===== config.mk =====
export PLATFORM = sky130hd
export DESIGN_NAME = nrr_regs
export DESIGN_NICKNAME = d
export VERILOG_FILES = /design/src/nrr_pkg.sv /design/src/nrr_regs.sv
export SDC_FILE = /design/constraint.sdc
export NUM_CORES = 2
export LEC_CHECK = 0
export ABC_AREA = 1
export BUFFER_PORTS_ARGS = -buffer_cell sky130_fd_sc_hd__buf_2
export CORE_UTILIZATION = 40
export CTS_BUF_LIST = sky130_fd_sc_hd__clkbuf_4 sky130_fd_sc_hd__clkbuf_8 sky130_fd_sc_hd__clkbuf_16
export DETAILED_ROUTE_END_ITERATION = 8
export HOLD_SLACK_MARGIN = 0.06
export PLACE_DENSITY = 0.55
export SYNTH_ARGS = -nofsm -noshare
export SYNTH_HDL_FRONTEND = slang
export SYNTH_SLANG_ARGS = --single-unit

===== constraint.sdc =====
create_clock -name pclk -period 9.1 [get_ports pclk]
set_clock_uncertainty 0.15 [all_clocks]
set_input_delay 0.455 -clock pclk [delete_from_list [all_inputs] [get_ports pclk]]
set_output_delay 0.455 -clock pclk [all_outputs]
set_load 0.01 [all_outputs]

===== src/nrr_pkg.sv =====
// shared constants and types for the suppressor ramp-rate register bank
package nrr_pkg;

   // register indices; byte address is four times the index
   localparam logic [5:0] IDX_ENG_LO_A = 6'h1a;
   localparam logic [5:0] IDX_ENG_HI_A = 6'h1b;
   localparam logic [5:0] IDX_REL_LO_A = 6'h1c;
   localparam logic [5:0] IDX_REL_HI_A = 6'h1d;
   localparam logic [5:0] IDX_STAT_A   = 6'h1e;
   localparam logic [5:0] IDX_ENG_LO_B = 6'h3a;
   localparam logic [5:0] IDX_ENG_HI_B = 6'h3b;
   localparam logic [5:0] IDX_REL_LO_B = 6'h3c;
   localparam logic [5:0] IDX_REL_HI_B = 6'h3d;
   localparam logic [5:0] IDX_STAT_B   = 6'h3e;

   // reset values of the rate bytes
   localparam logic [7:0] RST_ENG_LO = 8'h00;
   localparam logic [7:0] RST_ENG_HI = 8'h3e;
   localparam logic [7:0] RST_REL_LO = 8'h00;
   localparam logic [7:0] RST_REL_HI = 8'h41;

   // normalised unity and its fraction width
   localparam logic [15:0] UNITY  = 16'h4000;
   localparam int unsigned FRAC_W = 14;

   // status word field positions
   localparam int unsigned STAT_ENG_BAD_BIT = 16;
   localparam int unsigned STAT_REL_BAD_BIT = 17;

   // rate settings of one canceller
   typedef struct packed {
      logic [15:0] engage_rate;
      logic [15:0] release_rate;
   } nrr_rates_t;

   // state shown per canceller
   typedef struct packed {
      logic        release_invalid;
      logic        engage_invalid;
      logic [15:0] gain;
   } nrr_status_t;

endpackage


===== src/nrr_regs.sv =====
// apb register bank and gain ramp of the residual suppressor rates
`timescale 1ns/100ps
`default_nettype none

// Functional notes
// - engage rate of each canceller scales suppressor gain; 4000 hex means one
// - smaller engage rate makes the suppressor engage faster
// - release rate of each canceller scales suppressor gain; 4000 hex means one
// - larger release rate makes the suppressor release faster
module nrr_regs #(
   parameter int unsigned ADDR_W = 8
) (
   input  wire logic                       pclk,
   input  wire logic                       presetn,
   input  wire logic                       psel,
   input  wire logic                       penable,
   input  wire logic                       pwrite,
   input  wire logic [ADDR_W-1:0]          paddr,
   input  wire logic [31:0]                pwdata,
   input  wire logic [3:0]                 pstrb,
   output var  logic [31:0]                prdata,
   output wire logic                       pready,
   output wire logic                       pslverr,
   input  wire logic                       sample_strobe,
   input  wire logic [1:0]                 suppress_request,
   output var  nrr_pkg::nrr_rates_t [1:0]  rate_setting,
   output var  logic [1:0][15:0]           suppressor_gain
);

   // ***************************************************************
   // elaboration checks
   // ***************************************************************
   if (ADDR_W < 8)
   begin : g_bad_addr
      $error("ADDR_W must be at least 8");
   end

   // ***************************************************************
   // apb decode
   // ***************************************************************
   logic [5:0]                 idx;
   logic                       mapped;
   logic                       setup_rd;
   logic                       wr_en;
   logic [31:0]                next_prdata;
   nrr_pkg::nrr_rates_t [1:0]  next_rate;
   nrr_pkg::nrr_status_t [1:0] status;

   assign idx = paddr[7:2];

   // byte address must be word aligned and hit a listed index
   always_comb
   begin
      mapped = 1'b0;
      if (paddr[1:0] == 2'b00 && (paddr >> 8) == '0)
      begin
         unique case (idx)
            nrr_pkg::IDX_ENG_LO_A, nrr_pkg::IDX_ENG_HI_A,
            nrr_pkg::IDX_REL_LO_A, nrr_pkg::IDX_REL_HI_A,
            nrr_pkg::IDX_STAT_A,   nrr_pkg::IDX_ENG_LO_B,
            nrr_pkg::IDX_ENG_HI_B, nrr_pkg::IDX_REL_LO_B,
            nrr_pkg::IDX_REL_HI_B, nrr_pkg::IDX_STAT_B: mapped = 1'b1;
            default:                                   mapped = 1'b0;
         endcase
      end
   end

   // zero wait states; error only on unmapped access phase
   assign pready   = 1'b1;
   assign pslverr  = psel & penable & ~mapped;
   assign setup_rd = psel & ~penable & ~pwrite;
   assign wr_en    = psel & penable & pwrite & mapped & pstrb[0];

   // ***************************************************************
   // rate registers
   // ***************************************************************
   // byte writes land only in the addressed canceller's halves
   always_comb
   begin
      next_rate = rate_setting;
      if (wr_en)
      begin
         unique case (idx)
            nrr_pkg::IDX_ENG_LO_A: next_rate[0].engage_rate[7:0]   = pwdata[7:0];
            nrr_pkg::IDX_ENG_HI_A: next_rate[0].engage_rate[15:8]  = pwdata[7:0];
            nrr_pkg::IDX_REL_LO_A: next_rate[0].release_rate[7:0]  = pwdata[7:0];
            nrr_pkg::IDX_REL_HI_A: next_rate[0].release_rate[15:8] = pwdata[7:0];
            nrr_pkg::IDX_ENG_LO_B: next_rate[1].engage_rate[7:0]   = pwdata[7:0];
            nrr_pkg::IDX_ENG_HI_B: next_rate[1].engage_rate[15:8]  = pwdata[7:0];
            nrr_pkg::IDX_REL_LO_B: next_rate[1].release_rate[7:0]  = pwdata[7:0];
            nrr_pkg::IDX_REL_HI_B: next_rate[1].release_rate[15:8] = pwdata[7:0];
            default:               next_rate = rate_setting;  // status is read only
         endcase
      end
   end

   // register the rate settings
   always_ff @(posedge pclk or negedge presetn)
   begin
      if (!presetn)
      begin
         for (int c = 0; c < 2; c++)
         begin
            rate_setting[c].engage_rate  <= {nrr_pkg::RST_ENG_HI, nrr_pkg::RST_ENG_LO};
            rate_setting[c].release_rate <= {nrr_pkg::RST_REL_HI, nrr_pkg::RST_REL_LO};
         end
      end
      else
      begin
         rate_setting <= next_rate;
      end
   end

   // ***************************************************************
   // read data
   // ***************************************************************
   // loaded in the setup cycle so it is stable through the access phase
   always_comb
   begin
      next_prdata = prdata;
      if (setup_rd && !mapped)
      begin
         next_prdata = 32'h0;  // unmapped or misaligned reads answer zero
      end
      else if (setup_rd)
      begin
         unique case (idx)
            nrr_pkg::IDX_ENG_LO_A: next_prdata = {24'h0, rate_setting[0].engage_rate[7:0]};
            nrr_pkg::IDX_ENG_HI_A: next_prdata = {24'h0, rate_setting[0].engage_rate[15:8]};
            nrr_pkg::IDX_REL_LO_A: next_prdata = {24'h0, rate_setting[0].release_rate[7:0]};
            nrr_pkg::IDX_REL_HI_A: next_prdata = {24'h0, rate_setting[0].release_rate[15:8]};
            nrr_pkg::IDX_STAT_A:   next_prdata = {14'h0, status[0]};
            nrr_pkg::IDX_ENG_LO_B: next_prdata = {24'h0, rate_setting[1].engage_rate[7:0]};
            nrr_pkg::IDX_ENG_HI_B: next_prdata = {24'h0, rate_setting[1].engage_rate[15:8]};
            nrr_pkg::IDX_REL_LO_B: next_prdata = {24'h0, rate_setting[1].release_rate[7:0]};
            nrr_pkg::IDX_REL_HI_B: next_prdata = {24'h0, rate_setting[1].release_rate[15:8]};
            nrr_pkg::IDX_STAT_B:   next_prdata = {14'h0, status[1]};
            default:               next_prdata = 32'h0;
         endcase
      end
   end

   // register the read data
   always_ff @(posedge pclk or negedge presetn)
   begin
      if (!presetn)
      begin
         prdata <= 32'h0;
      end
      else
      begin
         prdata <= next_prdata;
      end
   end

   // ***************************************************************
   // per canceller gain ramp
   // ***************************************************************
   for (genvar c = 0; c < 2; c++)
   begin : g_ch
      logic        engage_ok;
      logic        release_ok;
      logic [31:0] eng_prod;
      logic [31:0] rel_prod;
      logic [17:0] rel_cand;
      logic [15:0] next_gain;

      // settings outside the valid side of unity freeze the ramp
      assign engage_ok  = rate_setting[c].engage_rate < nrr_pkg::UNITY;
      assign release_ok = rate_setting[c].release_rate > nrr_pkg::UNITY;
      assign status[c]  = '{release_invalid: ~release_ok,
                            engage_invalid:  ~engage_ok,
                            gain:            suppressor_gain[c]};

      // gain times rate over unity, once per sample
      always_comb
      begin
         eng_prod  = 32'(suppressor_gain[c]) * 32'(rate_setting[c].engage_rate);
         rel_prod  = 32'(suppressor_gain[c]) * 32'(rate_setting[c].release_rate);
         rel_cand  = rel_prod[31:nrr_pkg::FRAC_W];
         next_gain = suppressor_gain[c];
         if (sample_strobe && suppress_request[c] && engage_ok)
         begin
            next_gain = eng_prod[nrr_pkg::FRAC_W +: 16];
         end
         else if (sample_strobe && !suppress_request[c] && release_ok)
         begin
            // a tiny gain must still climb off zero
            if (rel_cand <= 18'(suppressor_gain[c]))
            begin
               rel_cand = 18'(suppressor_gain[c]) + 18'h1;
            end
            if (rel_cand > 18'(nrr_pkg::UNITY))
            begin
               rel_cand = 18'(nrr_pkg::UNITY);
            end
            next_gain = rel_cand[15:0];
         end
      end

      // suppressor starts released at unity gain
      always_ff @(posedge pclk or negedge presetn)
      begin
         if (!presetn)
         begin
            suppressor_gain[c] <= nrr_pkg::UNITY;
         end
         else
         begin
            suppressor_gain[c] <= next_gain;
         end
      end

   end
endmodule // nrr_regs

`default_nettype wire


* Word-level counts from Yosys, hierarchy flattened
Cells that the tools add are included.
Storage, ports and cells: register bits 128, bits of input ports 52, output and inout port bits 130, word-level logic and storage cells 91
Cells by class: $add $sub $neg 2, multipliers 4, $lt $le $gt $ge 8, equal/unequal tests 10, mux-type cells 17, bitwise logic cells 14, reductions and logical operators 25
Operators by type and width (number):
- 18-bit one-hot mux with 10 select lines | 1
- 18-bit two-way mux | 6
- 16-bit two-way mux | 6
- 16-bit by 16-bit multiplier with 32-bit output | 2
- 32-bit two-way mux | 2
- 16-bit by 16-bit multiplier with 30-bit output | 2
- 18-bit by 15-bit > comparator with 1-bit output (second input constant) | 2
- 18-bit by 16-bit less-or-equal comparator with 1-bit output | 2
- 16-bit by 1-bit adder with 17-bit output (second input constant) | 2
- 16-bit by 15-bit > comparator with 1-bit output (second input constant) | 2
- 16-bit by 15-bit less-than comparator with 1-bit output (second input constant) | 2
- 6-bit by 5-bit == test with 1-bit output (second input constant) | 5
- 6-bit == test (second input constant) | 5
- 2-bit AND reduction | 8
- 10-bit OR reduction | 1
- 1-bit logical AND | 9
- 1-bit AND | 7
- 1-bit inverter | 7
- 2-bit nonzero test | 3
- 1-bit zero test | 3
- 2-bit zero test | 1
- 1-bit two-way mux | 2

* Longest topological paths before layout
depth after elaboration 9, mapped depth 49, gate-level depth less buffers 45

* Worst setup path after synthesis
Ideal clock, no wire load.
path kind register to register, start register rate_setting[8] (netlist name), end register suppressor_gain[10] (netlist name), library setup time 120 ps, arrival 7452 ps, data required time 8830 ps, setup slack 1378 ps, cell stages (with the launch flop) 39, buffers on the path 4, period minus slack after synthesis 7722 ps, cell sequence dfstp_2 -> clkbuf_1 -> buf_1 -> nand2_1 -> fa_1 -> inv_1 -> fa_1 -> inv_1 -> fa_1 -> inv_1 -> fa_1 -> fa_1 -> fa_1 -> ha_1 -> a21oi_1 -> o21ai_0 -> a21oi_1 -> inv_1 -> (+3 left out) -> ha_1 -> nand2_1 -> inv_1 -> nand2_1 -> nor4b_1 -> nand4_1 -> nand2_1 -> clkbuf_1 -> nand4_1 -> nand2_1 -> nor2_1 -> nand2_1 -> nor2_1 -> nand3_1 -> nand2_2 -> buf_6 -> nand2_1 -> a21oi_1
Between the ends: longest elaborated chain between the ends 9, elaborated cells between the ends (all ways) 12, classes of those cells mul (1); order compare (3); mux (6); reduce/logical (2)
RTL lines:
- start, declared | RTL line nrr_regs.sv:26 | output var nrr_pkg::nrr_rates_t [1:0] rate_setting,
- start signal, assigned | RTL line nrr_regs.sv:110 | rate_setting <= next_rate;
- 16-bit by 16-bit multiplier with 32-bit output | RTL line nrr_regs.sv:179 | rel_prod = 32'(suppressor_gain[c]) * 32'(rate_setting[c].release_rate);
- 18-bit by 16-bit less-or-equal comparator with 1-bit output | RTL line nrr_regs.sv:189 | if (rel_cand <= 18'(suppressor_gain[c]))
- 18-bit two-way mux | RTL line nrr_regs.sv:189
- 18-bit two-way mux | RTL line nrr_regs.sv:186 | else if (sample_strobe && !suppress_request[c] && release_ok)
- 18-bit two-way mux | RTL line nrr_regs.sv:182 | if (sample_strobe && suppress_request[c] && engage_ok)
- 18-bit by 15-bit > comparator with 1-bit output | RTL line nrr_regs.sv:193 | if (rel_cand > 18'(nrr_pkg::UNITY))
- 16-bit two-way mux | RTL line nrr_regs.sv:193
- 16-bit two-way mux | RTL line nrr_regs.sv:186
- 16-bit two-way mux | RTL line nrr_regs.sv:182
- end signal, assigned by index | RTL line nrr_regs.sv:206 | suppressor_gain[c] <= nrr_pkg::UNITY;
- end signal, assigned by index | RTL line nrr_regs.sv:210 | suppressor_gain[c] <= next_gain;
- end, declared | RTL line nrr_regs.sv:27 | output var logic [1:0][15:0] suppressor_gain
Several ways; a longest one is shown, not always the timed one. The select of a mux whose other input is x is not followed. A chain may end at the register's enable or synchronous reset.

* Worst setup path in the final report
start register suppressor_gain[22] (netlist name), end register suppressor_gain[20] (netlist name)
Between the ends: longest elaborated chain between the ends 9, elaborated cells between the ends (all ways) 11, classes of those cells add/sub (1); mul (2); order compare (2); mux (6)
RTL lines (RTL line):
- 16-bit by 16-bit multiplier with 32-bit output | nrr_regs.sv:179
- 18-bit by 16-bit less-or-equal comparator with 1-bit output | nrr_regs.sv:189
- 18-bit two-way mux | nrr_regs.sv:189
- 18-bit two-way mux | nrr_regs.sv:186
- 18-bit two-way mux | nrr_regs.sv:182
- 18-bit by 15-bit > comparator with 1-bit output | nrr_regs.sv:193
- 16-bit two-way mux | nrr_regs.sv:193
- 16-bit two-way mux | nrr_regs.sv:186
- 16-bit two-way mux * | nrr_regs.sv:182
Every way passes the cells marked *; elsewhere a longest branch is shown, timed or not. The select of a mux whose other input is x is not followed.

==> metrics.yaml <==
outcome:
  status: "finished clean"
die:
  chipHeight_um: 324
  io_pins: 182
  start_util: 0.405
  die_x_um: 324
  die-area_sq_um: 105000
  row_count: 117
  core_area_sq_um: 102000
grt:
  grtUsageTotal: 0.259
  grt_overflow: 0
  grt_max_degree: 62
  grt.busiest_layer: "met2"
  grt_pass1_wl_um: 207000
  grt_antenna_before_repair: 4
  grt_pass1_vias: 35960
  gr-usage-met2: 0.432
  met1_usage: 0.355
  grt.met3_usage: 0.0348
yosys:
  synthArstFlopShare: 1.00
  ys.flop_type: "dfrtp_1"
  synth-compound-area-share: 0.0674
  post_synth_num_cell_types: 54
  synth-simple-area-share: 0.187
  yosysTopAreaCell: "fa_1"
  syn_area_sq_um: 41400
  synthMuxAreaShare: 0
  syn_area_per_cell_sq_um: 7.42
  postSynthCellCount: 5578
  yosys-top-cells-area: "fa_1 37%, nand2_1 14%, inv_1 13%"
  synth_seq_area_share: 0.0694
  synth-seq-cells: 114
  synth_edf_count: 0
  ys_warn_count: 0
  synth_top_area_frac: 0.373
  synth-adder-area-share: 0.498
  synth-xor-area-share: 0.0163
  synth_top_family_by_area: "adder cells"
route:
  post_drt_wl_per_cell_um: 18.8
  drt_iter0_markers: 2549
  ant_nets: 0
  viasPerCell: 5.03
  vias: 34958
  drt-pass1-iter-count: 5
  drc: 0
  wl_um: 130000
layout:
  final_cell_mix: "1571 x nand2_1, 1441 x inv_1, 770 x fa_1, 416 x ha_1, 217 x a21oi_1"
  num_antenna_cells: 0
  syn2layout_area_growth_pct: 6.54
  final_common_cell: "nand2_1"
  nNetsFinal: 6800
  drive_above_1_share: 0.0606
clock_network:
  cts_num_sinks: 114
  clockBufferDepth: 2
  numCtsBuffers: 17
  clock_latency_ns: 0.45
  cts_tree: "done"
  cts_htree_levels: 4
  root_buffer: "clkbuf_16"
  path_clk_slew_ns: 0.07
place:
  hpwl_um: 104000
  io_buffers: 139
  gp_congestion: 0.933
pwr:
  vdd_drop_max_mv: 0.140
  leakagePower_nw: 25.7
  powerDensity_nw_per_um2: 47.9
  total_power_mw: 2.11
timing:
  slew_violations: 0
  fmax_mhz: 117
  tightest_slew_ns: 1.25
  fin_setup_tns_ns: 0
  finalSetupViolCount: 0
  hold_viol: 0
  slew_headroom: 0.168
  rsz0062_at_grt: "false"
  min_period_over_period: 0.941
  min_period_ns: 8.56
worst_setup_path:
  cp_common_cell: "nand2_1"
  cp_top_family: "adder cells"
  worstSetupStartpointType: "flip-flop"
  reg2reg_from: "suppressor_gain[22]"
  r2r.worst_path.cells: 41
  timing.reg2reg.setup_slack_ns: 0.54
  critPathMaxFanout: 17
  crit_path_top_delay_cell: "dfrtp_1"
  required_ns: 9.33
  end_kind: "flip-flop"
  rr_endpoint: "suppressor_gain[20]"
  arrival_ns: 8.79
  critPathKind: "reg2reg"
  critPathMaxStageDelay_ns: 0.79
  cp_num_buf_inv: 5
run:
  drv_cap: 0
worst_hold_path:
  hold_class: "in2async"
-- per-stage QoR --
step / hold WS, ns / std cells / setup WS (ns) / util / area [sq um]
2_1_floorplan: 0.00941 / 5591 / 1.38 / - / 41400
3_3_place_gp: 0.302 / 6910 / 0.504 / 0.425 / 43500
3_5_place_dp: 0.303 / 6910 / 0.564 / 0.425 / 43500
4_1_cts: 0.377 / 6943 / 0.525 / 0.431 / 44100
5_1_grt: 0.400 / 6943 / 0.0131 / 0.431 / 44100
6_report: 0.371 / 6943 / 0.540 / 0.431 / 44100
-- what timing repair did --
| action | in CTS | in global routing |
|---|---|---|
| resized for setup | 0 | 7 |
| hold buffers | 1 | 0 |
| hold endpoints to repair | 46 | 0 |
| setup endpoints to repair | 0 | 20 |
| buffers inserted | 0 | 0 |
-- kinds of logic after synthesis --
kind of cell | after synthesis
AO/OA/AOI/OAI | 501
XOR/XNOR | 77
adder cells (fa/ha/maj) | 1186
buffers and inverters | 1745
flip-flops | 114
other | 2
AND/OR/NAND/NOR | 1953
-- Yosys cell counts (60+ instances only) --
cell type and number:
fa_1 770, clkbuf_1 196, a21oi_1 217, nand4_1 60
o21ai_0 179, ha_1 416, nor2_1 188, dfrtp_1 98
inv_1 1441, nand2_1 1571, nand3_1 60, buf_1 72
-- flip-flops by register name, summed over array words and instances, names as in the netlist --
name	flops
rate_setting	64
suppressor_gain	32
prdata	18
-- power breakdown --
group / switching, mW / internal, mW
Sequential: 0.136 / 0.529
Combinational: 0.524 / 0.186
Clock: 0.318 / 0.417
-- routing by layer --
metal / routed length (um) / part of all wire
met5: 24 / 0.00018
met4: 3100 / 0.024
met3: 8380 / 0.064
met2: 61300 / 0.47
met1: 57700 / 0.44
-- worst register-to-register path: cells and delay by family (launching register included) --
kind / cells / cell delay (ns)
AOI/OAI and AO/OA: 3 / 0.45
xor gates and xnor gates: 1 / 0.34
adders and majority gates: 8 / 3.54
buffers and inverters: 5 / 0.57
DFF: 1 / 0.79
and+or+nand+nor: 24 / 2.68
-- cell type report --
cell class                      count  area (sq um)
Clock buffer                       17           425
Clock inverter                     15           185
Fill cell                       10758         58100
Inverter                         1445          5420
Multi-Input combinational cell   3732         31900
Sequential cell                   114          2880
Tap cell                         1368          1710
Timing Repair Buffer              252          1570
-- worst max-delay path by stage --
| stage | endpoint | slack, ns | start | cells past startpoint |
|---|---|---|---|---|
| finish | suppressor_gain[20] | 0.54 | suppressor_gain[22] | 41 |
| global route | suppressor_gain[24] | 0.01 | suppressor_gain[22] | 43 |
| CTS | suppressor_gain[19] | 0.53 | suppressor_gain[27] | 40 |
| detailed placement | suppressor_gain[20] | 0.56 | suppressor_gain[26] | 35 |
| global placement | suppressor_gain[20] | 0.50 | suppressor_gain[26] | 35 |
| floorplan | suppressor_gain[10] | 1.38 | rate_setting[8] | 38 |
No activity file was read; power rests on OpenSTA's default activity.
